$ cat src/core/interlock_params.svh
`ifndef INTERLOCK_PARAMS_SVH
`define INTERLOCK_PARAMS_SVH

// clock rate and millisecond divider
`define CLK_HZ 50000000
`define MS_PER_S 1000
`define MS_CYCLES (`CLK_HZ / `MS_PER_S)
`define MSDIV_W 16

// times in seconds, converted to millisecond ticks by the modules
`define READY_DELAY_S 1
`define TEACH_DETECT_S 20
`define TEACH_CONFIRM_S 120
`define TIMER_W 17

// transponder identity and learning counter
`define ID_W 8
`define CNT_W 4
`define LEARN_MAX 4'h8
`define REJECT_DEPTH 8
`define REJECT_IDX_W 3

// indicator flash rates: bits of a free-running millisecond counter
`define FLASH_W 10
`define SLOW_BIT 9
`define INPUT_BIT 8
`define FAST_BIT 7

`endif

$ cat src/core/interlock_pkg.sv
`include "interlock_params.svh"
`default_nettype none
package interlock_pkg;

   typedef logic [`ID_W-1:0] tag_id_t;

   // input plausibility states
   typedef enum logic [1:0] {
      ST_NORM = 2'b00,
      ST_UNEQ = 2'b01,
      ST_LOCK = 2'b11
   } plaus_state_t;

   // teach-in states
   typedef enum logic [1:0] {
      T_IDLE   = 2'b00,
      T_DETECT = 2'b01,
      T_WINDOW = 2'b11,
      T_ARMED  = 2'b10
   } teach_state_t;

endpackage : interlock_pkg
`default_nettype wire

$ cat src/core/teach_if.sv
`include "interlock_params.svh"
`default_nettype none
interface teach_if import interlock_pkg::*; ();
   logic tick_ms;
   logic supply_ok;
   logic ready;
   logic tag_valid;
   logic tag_sole;
   tag_id_t tag_id;
   logic learned_match;
   logic teach_slow;
   logic teach_fast;
   logic [`CNT_W-1:0] remaining;

   modport ctrl (
      output tick_ms, supply_ok, ready, tag_valid, tag_sole, tag_id,
      input learned_match, teach_slow, teach_fast, remaining
   );
   modport unit (
      input tick_ms, supply_ok, ready, tag_valid, tag_sole, tag_id,
      output learned_match, teach_slow, teach_fast, remaining
   );
endinterface : teach_if
`default_nettype wire

$ cat src/core/safety_interlock.sv
// Functional notes
// - Safety outputs both low is the safe state; low when not enabled.
// - Green power indicator when ready; output table only while ready.
// - Actuator present: each safety output follows its own safety input.
// - No actuator: both safety outputs and signal output low.
// - One input falls, other high: input indicator flashes (unequal).
// - That input rises again, other still high: lock, indicator flashes.
// - Normal switching resumes only after both inputs were low together or the supply dropped.
// - With nothing learned, the first compatible actuator is learned.
// - At most eight teach-ins; no learning once the counter is empty.
// - New actuator taught only as sole transponder; gate flashes slowly.
// - After 20 s presence the gate indicator flashes fast.
// - Power interruption within 120 s of fast flashing confirms teach.
// - Next power-up stores the new actuator and decrements the count.
// - A replaced actuator is rejected permanently, never learned again.
// - Input indicator keeps flashing under lock until both inputs open or the supply drops.
`include "interlock_params.svh"
`default_nettype none
module safety_interlock
   import interlock_pkg::*;
#(
   parameter int unsigned MS_CYCLES = `MS_CYCLES,
   parameter int unsigned READY_MS = `READY_DELAY_S * `MS_PER_S,
   parameter int unsigned DETECT_MS = `TEACH_DETECT_S * `MS_PER_S,
   parameter int unsigned CONFIRM_MS = `TEACH_CONFIRM_S * `MS_PER_S
) (
   input wire logic REF_CLK,
   input wire logic RSTN,
   input wire logic SUPPLY_OK,
   input wire logic TAG_VALID,
   input wire logic TAG_SOLE,
   input wire logic [`ID_W-1:0] TAG_ID,
   input wire logic SAFETY_IN_CH1,
   input wire logic SAFETY_IN_CH2,
   output var logic SAFETY_OUT_CH1,
   output var logic SAFETY_OUT_CH2,
   output var logic PRESENCE_SIGNAL_OUT,
   output var logic LED_POWER_GREEN,
   output var logic LED_GATE,
   output var logic LED_INPUT,
   output var logic [`CNT_W-1:0] LEARN_REMAINING
);

   teach_if tif ();

   logic [`MSDIV_W-1:0] div_cnt, next_div_cnt;
   logic tick_ms, next_tick_ms;
   logic [`FLASH_W-1:0] flash_cnt, next_flash_cnt;
   logic [`TIMER_W-1:0] ready_cnt, next_ready_cnt;
   logic ready, next_ready;
   plaus_state_t st, next_st;
   logic fell_ch, next_fell_ch;
   logic in_q1, in_q2;
   logic fallen_in, other_in;
   logic enable;
   logic next_out1, next_out2, next_presence;
   logic next_led_green, next_led_gate, next_led_input;

   // millisecond tick divider
   always_comb begin
      if (div_cnt == `MSDIV_W'(MS_CYCLES - 1)) begin
         next_div_cnt = '0;
         next_tick_ms = 1'b1;
      end else begin
         next_div_cnt = div_cnt + 1'b1;
         next_tick_ms = 1'b0;
      end
      next_flash_cnt = tick_ms ? flash_cnt + 1'b1 : flash_cnt;
   end

   always_ff @(posedge REF_CLK or negedge RSTN) begin
      if (!RSTN) begin
         div_cnt <= '0;
         tick_ms <= 1'b0;
         flash_cnt <= '0;
      end else begin
         div_cnt <= next_div_cnt;
         tick_ms <= next_tick_ms;
         flash_cnt <= next_flash_cnt;
      end
   end

   // switch-on delay after supply returns
   always_comb begin
      next_ready_cnt = ready_cnt;
      next_ready = ready;
      if (!SUPPLY_OK) begin
         next_ready_cnt = '0;
         next_ready = 1'b0;
      end else if (!ready && tick_ms) begin
         if (ready_cnt == `TIMER_W'(READY_MS - 1)) begin
            next_ready = 1'b1;
         end else begin
            next_ready_cnt = ready_cnt + 1'b1;
         end
      end
   end

   always_ff @(posedge REF_CLK or negedge RSTN) begin
      if (!RSTN) begin
         ready_cnt <= '0;
         ready <= 1'b0;
      end else begin
         ready_cnt <= next_ready_cnt;
         ready <= next_ready;
      end
   end

   // input plausibility monitor
   always_comb begin
      next_st = st;
      next_fell_ch = fell_ch;
      fallen_in = fell_ch ? SAFETY_IN_CH2 : SAFETY_IN_CH1;
      other_in = fell_ch ? SAFETY_IN_CH1 : SAFETY_IN_CH2;
      if (!SUPPLY_OK) begin
         next_st = ST_NORM;
      end else begin
         unique case (st)
            ST_NORM: begin
               if (in_q1 && !SAFETY_IN_CH1 && SAFETY_IN_CH2) begin
                  next_st = ST_UNEQ;
                  next_fell_ch = 1'b0;
               end else if (in_q2 && !SAFETY_IN_CH2 && SAFETY_IN_CH1) begin
                  next_st = ST_UNEQ;
                  next_fell_ch = 1'b1;
               end
            end
            ST_UNEQ: begin
               if (!SAFETY_IN_CH1 && !SAFETY_IN_CH2) begin
                  next_st = ST_NORM;
               end else if (fallen_in && other_in) begin
                  next_st = ST_LOCK;
               end else if (fallen_in) begin
                  next_fell_ch = ~fell_ch; // channels swapped over
               end
            end
            ST_LOCK: begin
               if (!SAFETY_IN_CH1 && !SAFETY_IN_CH2) begin
                  next_st = ST_NORM;
               end
            end
         endcase
      end
   end

   always_ff @(posedge REF_CLK or negedge RSTN) begin
      if (!RSTN) begin
         st <= ST_NORM;
         fell_ch <= 1'b0;
         in_q1 <= 1'b0;
         in_q2 <= 1'b0;
      end else begin
         st <= next_st;
         fell_ch <= next_fell_ch;
         in_q1 <= SAFETY_IN_CH1;
         in_q2 <= SAFETY_IN_CH2;
      end
   end

   // teach-in sequencer and retained store
   assign tif.tick_ms = tick_ms;
   assign tif.supply_ok = SUPPLY_OK;
   assign tif.ready = ready;
   assign tif.tag_valid = TAG_VALID;
   assign tif.tag_sole = TAG_SOLE;
   assign tif.tag_id = TAG_ID;

   teach_unit #(
      .DETECT_MS(DETECT_MS),
      .CONFIRM_MS(CONFIRM_MS)
   ) u_teach (
      .clk(REF_CLK),
      .rst_n(RSTN),
      .tif(tif)
   );

   // output and indicator values
   always_comb begin
      enable = ready && tif.learned_match && st != ST_LOCK;
      next_out1 = enable && SAFETY_IN_CH1;
      next_out2 = enable && SAFETY_IN_CH2;
      next_presence = ready && tif.learned_match;
      next_led_green = ready;
      if (!ready) begin
         next_led_gate = 1'b0;
      end else if (tif.teach_fast) begin
         next_led_gate = flash_cnt[`FAST_BIT];
      end else if (tif.teach_slow) begin
         next_led_gate = flash_cnt[`SLOW_BIT];
      end else begin
         next_led_gate = tif.learned_match;
      end
      if (st != ST_NORM) begin
         next_led_input = flash_cnt[`INPUT_BIT];
      end else begin
         next_led_input = SAFETY_IN_CH1 && SAFETY_IN_CH2;
      end
   end

   always_ff @(posedge REF_CLK or negedge RSTN) begin
      if (!RSTN) begin
         SAFETY_OUT_CH1 <= 1'b0;
         SAFETY_OUT_CH2 <= 1'b0;
         PRESENCE_SIGNAL_OUT <= 1'b0;
         LED_POWER_GREEN <= 1'b0;
         LED_GATE <= 1'b0;
         LED_INPUT <= 1'b0;
         LEARN_REMAINING <= `LEARN_MAX;
      end else begin
         SAFETY_OUT_CH1 <= next_out1;
         SAFETY_OUT_CH2 <= next_out2;
         PRESENCE_SIGNAL_OUT <= next_presence;
         LED_POWER_GREEN <= next_led_green;
         LED_GATE <= next_led_gate;
         LED_INPUT <= next_led_input;
         LEARN_REMAINING <= tif.remaining;
      end
   end
endmodule : safety_interlock
`default_nettype wire

$ cat src/core/teach_unit.sv
`include "interlock_params.svh"
`default_nettype none
module teach_unit
   import interlock_pkg::*;
#(
   parameter int unsigned DETECT_MS = `TEACH_DETECT_S * `MS_PER_S,
   parameter int unsigned CONFIRM_MS = `TEACH_CONFIRM_S * `MS_PER_S
) (
   input wire logic clk,
   input wire logic rst_n,
   teach_if.unit tif
);

   // retained store: learned actuator, counter, replaced actuators
   logic learned_valid;
   tag_id_t learned_id;
   logic [`CNT_W-1:0] remaining;
   tag_id_t reject_id [`REJECT_DEPTH];
   logic [`REJECT_DEPTH-1:0] reject_valid;
   tag_id_t cand_id;
   teach_state_t st;
   logic [`TIMER_W-1:0] timer;

   logic next_learned_valid;
   tag_id_t next_learned_id;
   logic [`CNT_W-1:0] next_remaining;
   tag_id_t next_reject_id [`REJECT_DEPTH];
   logic [`REJECT_DEPTH-1:0] next_reject_valid;
   tag_id_t next_cand_id;
   teach_state_t next_st;
   logic [`TIMER_W-1:0] next_timer;
   logic [`REJECT_IDX_W-1:0] slot;
   logic cand_lost;

   // id found among replaced actuators
   function automatic logic is_rejected(input tag_id_t id,
         input tag_id_t ids [`REJECT_DEPTH],
         input logic [`REJECT_DEPTH-1:0] vld);
      logic hit;
      hit = 1'b0;
      for (int i = 0; i < `REJECT_DEPTH; i++) begin
         if (vld[i] && ids[i] == id) begin
            hit = 1'b1;
         end
      end
      return hit;
   endfunction : is_rejected

   // presence of the learned actuator, never a replaced one
   assign tif.learned_match = learned_valid && tif.tag_valid &&
      tif.tag_id == learned_id &&
      !is_rejected(tif.tag_id, reject_id, reject_valid);
   assign tif.teach_slow = (st == T_DETECT);
   assign tif.teach_fast = (st == T_WINDOW);
   assign tif.remaining = remaining;

   // next-state of store and teach sequence
   always_comb begin
      next_learned_valid = learned_valid;
      next_learned_id = learned_id;
      next_remaining = remaining;
      next_reject_id = reject_id;
      next_reject_valid = reject_valid;
      next_cand_id = cand_id;
      next_st = st;
      next_timer = timer;
      slot = `REJECT_IDX_W'(`LEARN_MAX - remaining);
      cand_lost = !tif.tag_valid || !tif.tag_sole || tif.tag_id != cand_id;
      if (!learned_valid && tif.ready && tif.tag_valid &&
            !is_rejected(tif.tag_id, reject_id, reject_valid)) begin
         next_learned_valid = 1'b1;
         next_learned_id = tif.tag_id;
      end
      unique case (st)
         T_IDLE: begin
            if (tif.ready && learned_valid && tif.tag_valid &&
                  tif.tag_sole && tif.tag_id != learned_id &&
                  !is_rejected(tif.tag_id, reject_id, reject_valid) &&
                  remaining != '0) begin
               next_st = T_DETECT;
               next_cand_id = tif.tag_id;
               next_timer = '0;
            end
         end
         T_DETECT: begin
            if (!tif.supply_ok || cand_lost) begin
               next_st = T_IDLE;
            end else if (tif.tick_ms) begin
               if (timer == `TIMER_W'(DETECT_MS - 1)) begin
                  next_st = T_WINDOW;
                  next_timer = '0;
               end else begin
                  next_timer = timer + 1'b1;
               end
            end
         end
         T_WINDOW: begin
            if (!tif.supply_ok) begin
               next_st = T_ARMED;
            end else if (cand_lost) begin
               next_st = T_IDLE;
            end else if (tif.tick_ms) begin
               if (timer == `TIMER_W'(CONFIRM_MS - 1)) begin
                  next_st = T_IDLE;
               end else begin
                  next_timer = timer + 1'b1;
               end
            end
         end
         T_ARMED: begin
            if (tif.supply_ok) begin
               next_reject_valid[slot] = 1'b1;
               next_reject_id[slot] = learned_id;
               next_learned_id = cand_id;
               next_remaining = remaining - 1'b1;
               next_st = T_IDLE;
            end
         end
      endcase
   end

   // registers; only the global reset clears the store
   always_ff @(posedge clk or negedge rst_n) begin
      if (!rst_n) begin
         learned_valid <= 1'b0;
         learned_id <= '0;
         remaining <= `LEARN_MAX;
         reject_id <= '{default: '0};
         reject_valid <= '0;
         cand_id <= '0;
         st <= T_IDLE;
         timer <= '0;
      end else begin
         learned_valid <= next_learned_valid;
         learned_id <= next_learned_id;
         remaining <= next_remaining;
         reject_id <= next_reject_id;
         reject_valid <= next_reject_valid;
         cand_id <= next_cand_id;
         st <= next_st;
         timer <= next_timer;
      end
   end
endmodule : teach_unit
`default_nettype wire

$ cat config.mk
export PLATFORM = sky130hd
export DESIGN_NAME = safety_interlock
export DESIGN_NICKNAME = d
export VERILOG_FILES = /design/src/core/interlock_pkg.sv /design/src/core/teach_if.sv /design/src/core/safety_interlock.sv /design/src/core/teach_unit.sv
export VERILOG_INCLUDE_DIRS = /design/src /design/src/core
export SDC_FILE = /design/constraint.sdc
export NUM_CORES = 1
export LEC_CHECK = 0
export BUFFER_PORTS_ARGS = -buffer_cell sky130_fd_sc_hd__buf_2
export CAP_MARGIN = 20
export CORE_ASPECT_RATIO = 2
export CORE_UTILIZATION = 45
export DETAILED_ROUTE_END_ITERATION = 12
export HOLD_SLACK_MARGIN = 0.08
export SYNTH_ARGS = -nofsm -noshare
export SYNTH_HDL_FRONTEND = slang
export SYNTH_SLANG_ARGS = --single-unit
export TNS_END_PERCENT = 10
$ cat constraint.sdc
create_clock -name REF_CLK -period 2.7 [get_ports REF_CLK]
set_input_delay 0.135 -clock REF_CLK [delete_from_list [all_inputs] [get_ports REF_CLK]]
set_output_delay 0.135 -clock REF_CLK [all_outputs]
set_load 0.02 [all_outputs]
==> flow_summary.yaml, run 1 <==
outcome:
  status: "finished, violations left"
  violations: "design-rule violations"
timing:
  finalCritPeriodShare: 0.912
  tns_ns: 0
  postLayoutSetupSlackWorst_ns: 0.237
  slew_headroom: 0.544
  rsz0062_at_grt: "false"
  max_freq_mhz: 406
  holdWs_ns: 0.156
  final-setup-viol-count: 0
  finalMaxSlewViolations: 0
  fin_skew_ns: 0.0114
  tightestPinTransition_ns: 0.679
  finalCriticalPeriod_ns: 2.46
  hold_viol: 0
setup_path:
  rr_endpoint: "ready_cnt[6]$_DFFE_PN0P_"
  criticalPathCategory: "flop to flop"
  r2r_slack_ns: 0.24
  worst_r2r_startpoint: "ready_cnt[14]$_DFFE_PN0P_"
  start_kind: "flop"
  critPathArrivalTime_ns: 2.78
  crit_fanout: 10
  required_ns: 3.02
  end_kind: "flop"
  worst-r2r-cell-count: 7
global_routing:
  track_usage: 0.205
  grt_pass1_wl_mm: 29.8
  first_global_vias: 5721
  grt-ovfl-total: 0
  antenna_found_initial: 0
  grt_start_max_net_pins: 74
detailed_routing:
  wl_mm: 18.1
  routedWlPerCell_um: 18.1
  drc: 2
  vias_per_cell: 5.49
  ant_nets: 0
  drt-pass1-iter-count: 8
  dr.first_iter.drc_count: 234
  vias: 5483
layout:
  regArea_mm2: 0.00428
  final_util: 0.523
  fin_cells: 999
  drive_above_1_share: 0.218
  fillers: 1541
  area_delta_synth_final_pct: 12.6
  final_nets: 793
  multiInputGateArea_mm2: 0.00377
  diodes: 0
  final_cell_area_mm2: 0.00935
placement:
  placed_area_mm2: 0.00871
  pre_cts_ws_ns: 0.261
  place_inst: 964
  dp_hpwl_mm: 12.8
  numPortBuffers: 24
  place_congestion: 0.810
floorplanning:
  core_area_mm2: 0.0179
  pin_count: 25
  die_h_um: 194
  start_util: 0.464
  num_rows: 69
  die_width_um: 98.0
  die_area_mm2: 0.0190
synth:
  syn_area_mm2: 0.00830
  avgSynthCellArea_um2: 11.3
  synth_cells: 737
  synth-seq-cells: 171
  synth_ff_type: "dfrtp_1"
  ys_seq_area_frac: 0.516
  ys_types: 49
  async_reset_ff_frac: 1.00
  synth-edff-count: 0
  ys_warn_count: 0
  syn_nets: 757
pwr:
  p_leak_nw: 4.37
  ir_drop_mv: 0.388
  powerDensity_mw_per_mm2: 596
  power.total_mw: 5.57
clock_tree:
  path_clk_slew_ns: 0.07
  clkLatencyLatePin_ns: 0.43
  htree_num_levels: 4
  cts_buffer_depth: 2
  cts_tree: "done"
  cts_sinks: 171
  cts-root-buf: "clkbuf_16"
  cts_buffers: 17
worst_hold_path:
  min_path_type: "input pin to asynchronous set/reset pin"
job:
  max_cap_violations: 0
==> state kept, by name, indices dropped and copies added, names as in the netlist, 4 cells and up <==
register	cells
LEARN_REMAINING	4
u_teach.tif.remaining	4
u_teach.reject_id	64
flash_cnt	10
u_teach.timer	17
div_cnt	16
ready_cnt	17
u_teach.learned_id	8
u_teach.reject_valid	8
u_teach.cand_id	8
==> logic make-up after synthesis <==
kind of cell / after synthesis / synth area share
AND/OR/NAND/NOR: 235 / 0.158
flip-flops: 171 / 0.516
XOR/XNOR: 121 / 0.128
multiplexers: 84 / 0.112
AO/OA/AOI/OAI: 66 / 0.0481
buffers and inverters: 54 / 0.0295
adder cells (fa/ha/maj): 6 / 0.00874
==> cell type report <==
| type | instances | share of cell area |
|---|---|---|
| timing repair buffer | 47 | 0.0355 |
| tap | 213 | 0.0285 |
| inverter | 24 | 0.00964 |
| clock inverter | 12 | 0.0149 |
| sequential | 171 | 0.458 |
| multi-input combinational | 512 | 0.404 |
| clock buffer | 20 | 0.0499 |
==> metal layers <==
metal,wire (um),share of wire,GRT usage
met3,379,0.021,0.0321
met4,448,0.025,0.0842
met5,0,0,0
met1,7080,0.39,0.226
met2,10200,0.56,0.382
==> worst max-delay path by stage <==
stage	from	to	slack (ns)	depth (start not counted)
2_1_floorplan	u_teach.tif.remaining[0]$_DFFE_PN0P_	u_teach.reject_id[24]$_DFFE_PN0P_	0.38	6
3_3_place_gp	u_teach.tif.remaining[1]$_DFFE_PN0P_	u_teach.reject_id[2]$_DFFE_PN0P_	0.33	5
3_5_place_dp	ready_cnt[14]$_DFFE_PN0P_	ready_cnt[16]$_DFFE_PN0P_	0.26	7
4_1_cts	ready_cnt[14]$_DFFE_PN0P_	ready_cnt[16]$_DFFE_PN0P_	0.26	7
5_1_grt	ready_cnt[3]$_DFFE_PN0P_	ready_cnt[5]$_DFFE_PN0P_	0.09	7
6_report	ready_cnt[14]$_DFFE_PN0P_	ready_cnt[6]$_DFFE_PN0P_	0.24	7
==> power breakdown <==
part,switching (mW),internal (mW)
logic,0.256,0.162
clock network,1.04,1.44
registers,0.0601,2.62
==> cells in the mapped netlist (all sizes together), types with 2 or more instances <==
cell type,instances,area share
inv,24,0.011
mux2,74,0.10
or4,3,0.0027
a211oi,2,0.0030
ha,5,0.0075
xnor2,79,0.083
dfstp,2,0.0063
and3,12,0.0090
o21ai,21,0.013
or2,7,0.0053
or3,7,0.0053
nor3,30,0.021
clkbuf,18,0.0081
nand3,32,0.021
nor4,14,0.014
nand2b,6,0.0045
and4,4,0.0042
nor3b,3,0.0027
nor2,24,0.011
and2,15,0.011
dfrtp,169,0.51
nand4,23,0.017
mux2i,10,0.012
nand2,47,0.021
buf,12,0.011
xor2,42,0.044
nor2b,4,0.0030
o22ai,14,0.011
a21oi,21,0.013
==> cell usage in the layout, fill, tap and decap left out, drive strengths merged, types with 20 or more instances in the layout <==
| cell type | n |
|---|---|
| xor2 | 42 |
| inv | 26 |
| nand3 | 32 |
| nor3 | 30 |
| nor2 | 24 |
| mux2 | 74 |
| nand4 | 23 |
| clkbuf | 20 |
| buf | 44 |
| a21oi | 21 |
| dfrtp | 169 |
| o21ai | 21 |
| xnor2 | 79 |
| nand2 | 47 |
==> critical path, stage by stage, from the launching register on <==
cell	delay (ns)
dfrtp_1	0.42
or4b_2	0.67
nor4_1	0.33
or3_1	0.40
a21oi_1	0.17
nand4_1	0.15
xnor2_1	0.07
and2_1	0.15
==> what timing repair did <==
action                    4_1_cts  5_1_grt
hold endpoints to repair      174        0
buffers inserted                0        0
resized for setup               0        0
hold buffers                    3        0
Power figures use the tool's default switching activity.
==> run 2, diff against run 1 <==
Settings changed: ABC_AREA set to 0, SYNTH_HIERARCHICAL set to 1.
==> flow_summary.yaml, run 2 <==
setup_path:
  required_ns: 3.00
  worst-r2r-cell-count: 7
  end_kind: "flop"
  criticalPathCategory: "flop to flop"
  crit_fanout: 15
  start_kind: "flop"
  critPathArrivalTime_ns: 2.79
clock_tree:
  clkLatencyLatePin_ns: 0.43
  htree_num_levels: 4
  path_clk_slew_ns: 0.07
  cts_buffers: 17
  cts_sinks: 171
  cts_tree: "done"
  cts_buffer_depth: 2
  post_cts.repair.setup_buffers: 0
  cts-root-buf: "clkbuf_16"
detailed_routing:
  drt-pass1-iter-count: 4
  wl_mm: 18.8
  vias_per_cell: 5.76
  dr.first_iter.drc_count: 233
  vias: 5814
  wl_met1_mm: 7.57
  top_layer: "met4"
  routedWlPerCell_um: 18.6
  drc: 0
  ant_nets: 0
  wl_met2_mm: 10.4
  dr_wl_met3_um: 386
job:
  max_cap_violations: 0
timing:
  final-setup-viol-count: 0
  hold_viol: 0
  finalCritPeriodShare: 0.925
  max_freq_mhz: 400
  finalMaxSlewViolations: 0
  fin_skew_ns: 0.0126
  rsz0062_at_grt: "false"
  holdWs_ns: 0.233
  tns_ns: 0
  postLayoutSetupSlackWorst_ns: 0.203
  finalCriticalPeriod_ns: 2.50
  slew_headroom: 0.585
  tightestPinTransition_ns: 0.617
synth:
  synthTopCellsByCount: "169 x dfrtp_1, 73 x mux2_2, 67 x xnor2_1"
  ys_seq_area_frac: 0.506
  synth-seq-cells: 171
  synth_top_area_frac: 0.500
  async_reset_ff_frac: 1.00
  yosysTopAreaCell: "dfrtp_1"
  syn_area_mm2: 0.00845
  synthTopCellsByArea: "dfrtp_1 50%, mux2_2 9.7%, xnor2_1 6.9%"
  synth_cells: 748
  ys_warn_count: 6
  synth_ff_type: "dfrtp_1"
  syn_nets: 768
  synth-edff-count: 0
  avgSynthCellArea_um2: 11.3
  ys_types: 64
  synth.most_common_cell: "dfrtp_1"
floorplanning:
  start_util: 0.462
  pin_count: 25
  num_rows: 70
  core_area_mm2: 0.0183
  die_width_um: 98.9
  die_h_um: 196
  die_area_mm2: 0.0194
layout:
  drive_above_1_share: 0.218
  diodes: 0
  top_register: "u_teach/reject_id"
  area_delta_synth_final_pct: 11.7
  largest_reg_flops: 64
  final_common_cell: "dfrtp_1"
  reg.largest.list: "u_teach/reject_id x64, ready_cnt x17, u_teach/timer x17"
  fillers: 1641
  fin_cells: 1009
  final_nets: 800
  mostFrequentLayoutCells: "169 x dfrtp_1, 73 x mux2_2, 67 x xnor2_1, 47 x xor2_1, 43 x nor2_1"
placement:
  place_inst: 973
  place_congestion: 0.829
  numPortBuffers: 24
  pre_cts_ws_ns: 0.213
  dp_hpwl_mm: 13.1
pwr:
  powerDensity_mw_per_mm2: 557
  p_leak_nw: 4.40
  ir_drop_mv: 0.382
  power.total_mw: 5.26
global_routing:
  track_usage: 0.210
  grt_pass1_wl_mm: 31.2
  antenna_found_initial: 0
  first_global_vias: 6167
  grt-ovfl-total: 0
  grt_start_max_net_pins: 86
worst_hold_path:
  min_path_type: "input pin to flop"
  worst_hold_path.num_cells: 3
outcome:
  status: "finished, final reports clean"
[run 2: final timing paths]
| path | start | to | slack, ns |
|---|---|---|---|
| max | u_teach/timer[0]$_DFFE_PN0P_ | u_teach/timer[15]$_DFFE_PN0P_ | 0.20 |
| min | TAG_ID[3] | u_teach/learned_id[3]$_DFF_PN0_ | 0.23 |
| min reg2reg | u_teach/tif.remaining[3]$_DFFE_PN1P_ | LEARN_REMAINING[3]$_DFF_PN1_ | 0.39 |
| max reg2reg | u_teach/timer[0]$_DFFE_PN0P_ | u_teach/timer[15]$_DFFE_PN0P_ | 0.20 |
| min in group asynchronous | RSTN | u_teach/timer[5]$_DFFE_PN0P_ | 0.24 |
| max in group asynchronous | RSTN | u_teach/reject_id[1]$_DFFE_PN0P_ | 1.59 |
[run 2: worst max-delay path, stage by stage (launching register included)]
cell	delay, ns
dfrtp_1	0.42
ha_1	0.22
and3_1	0.21
nand4_1	0.17
or4_4	0.59
and3_4	0.20
o21ai_4	0.41
o41ai_1	0.15
[run 2: routing by layer]
layer / vias to the layer above / global-route usage
li1: 2715 / -
met1: 2975 / 0.239
met2: 93 / 0.384
met3: 31 / 0.0317
met4: 0 / 0.0901
met5: - / 0
[run 2: power by group]
part	internal (mW)	total (mW)	switching [mW]
combinational	0.0864	0.263	0.176
clock	1.35	2.40	1.05
sequential	2.58	2.60	0.0177
total	4.02	5.26	1.24
[run 2: cell families after synthesis]
kind of cell,count (synthesis),share of synthesized area
AOI/OAI and AO/OA,74,0.0570
muxes,84,0.110
buffers and inverters,48,0.0293
and+or+nand+nor,251,0.170
adders and majority gates,6,0.00858
DFF,171,0.506
xor gates and xnor gates,114,0.118
[run 2: timing repair]
| item | in CTS | in global routing |
|---|---|---|
| resized for setup | 0 | 0 |
| hold buffers | 4 | 0 |
| endpoints found under the hold margin | 66 | 0 |
[run 2: per-stage QoR]
step | util | area [um^2]
6_report | 0.516 | 9440
5_1_grt | 0.516 | 9440
4_1_cts | 0.516 | 9440
3_5_place_dp | 0.482 | 8820
3_3_place_gp | 0.482 | 8820
2_1_floorplan | - | 8450
[run 2: layout make-up]
class / instances / area (um^2) / share of cell area
Clock buffer: 21 / 470 / 0.0498
Clock inverter: 11 / 109 / 0.0115
Inverter: 11 / 41.3 / 0.00437
Multi-Input combinational cell: 529 / 3930 / 0.416
Sequential cell: 171 / 4280 / 0.453
Tap cell: 216 / 270 / 0.0286
Timing Repair Buffer: 50 / 344 / 0.0364
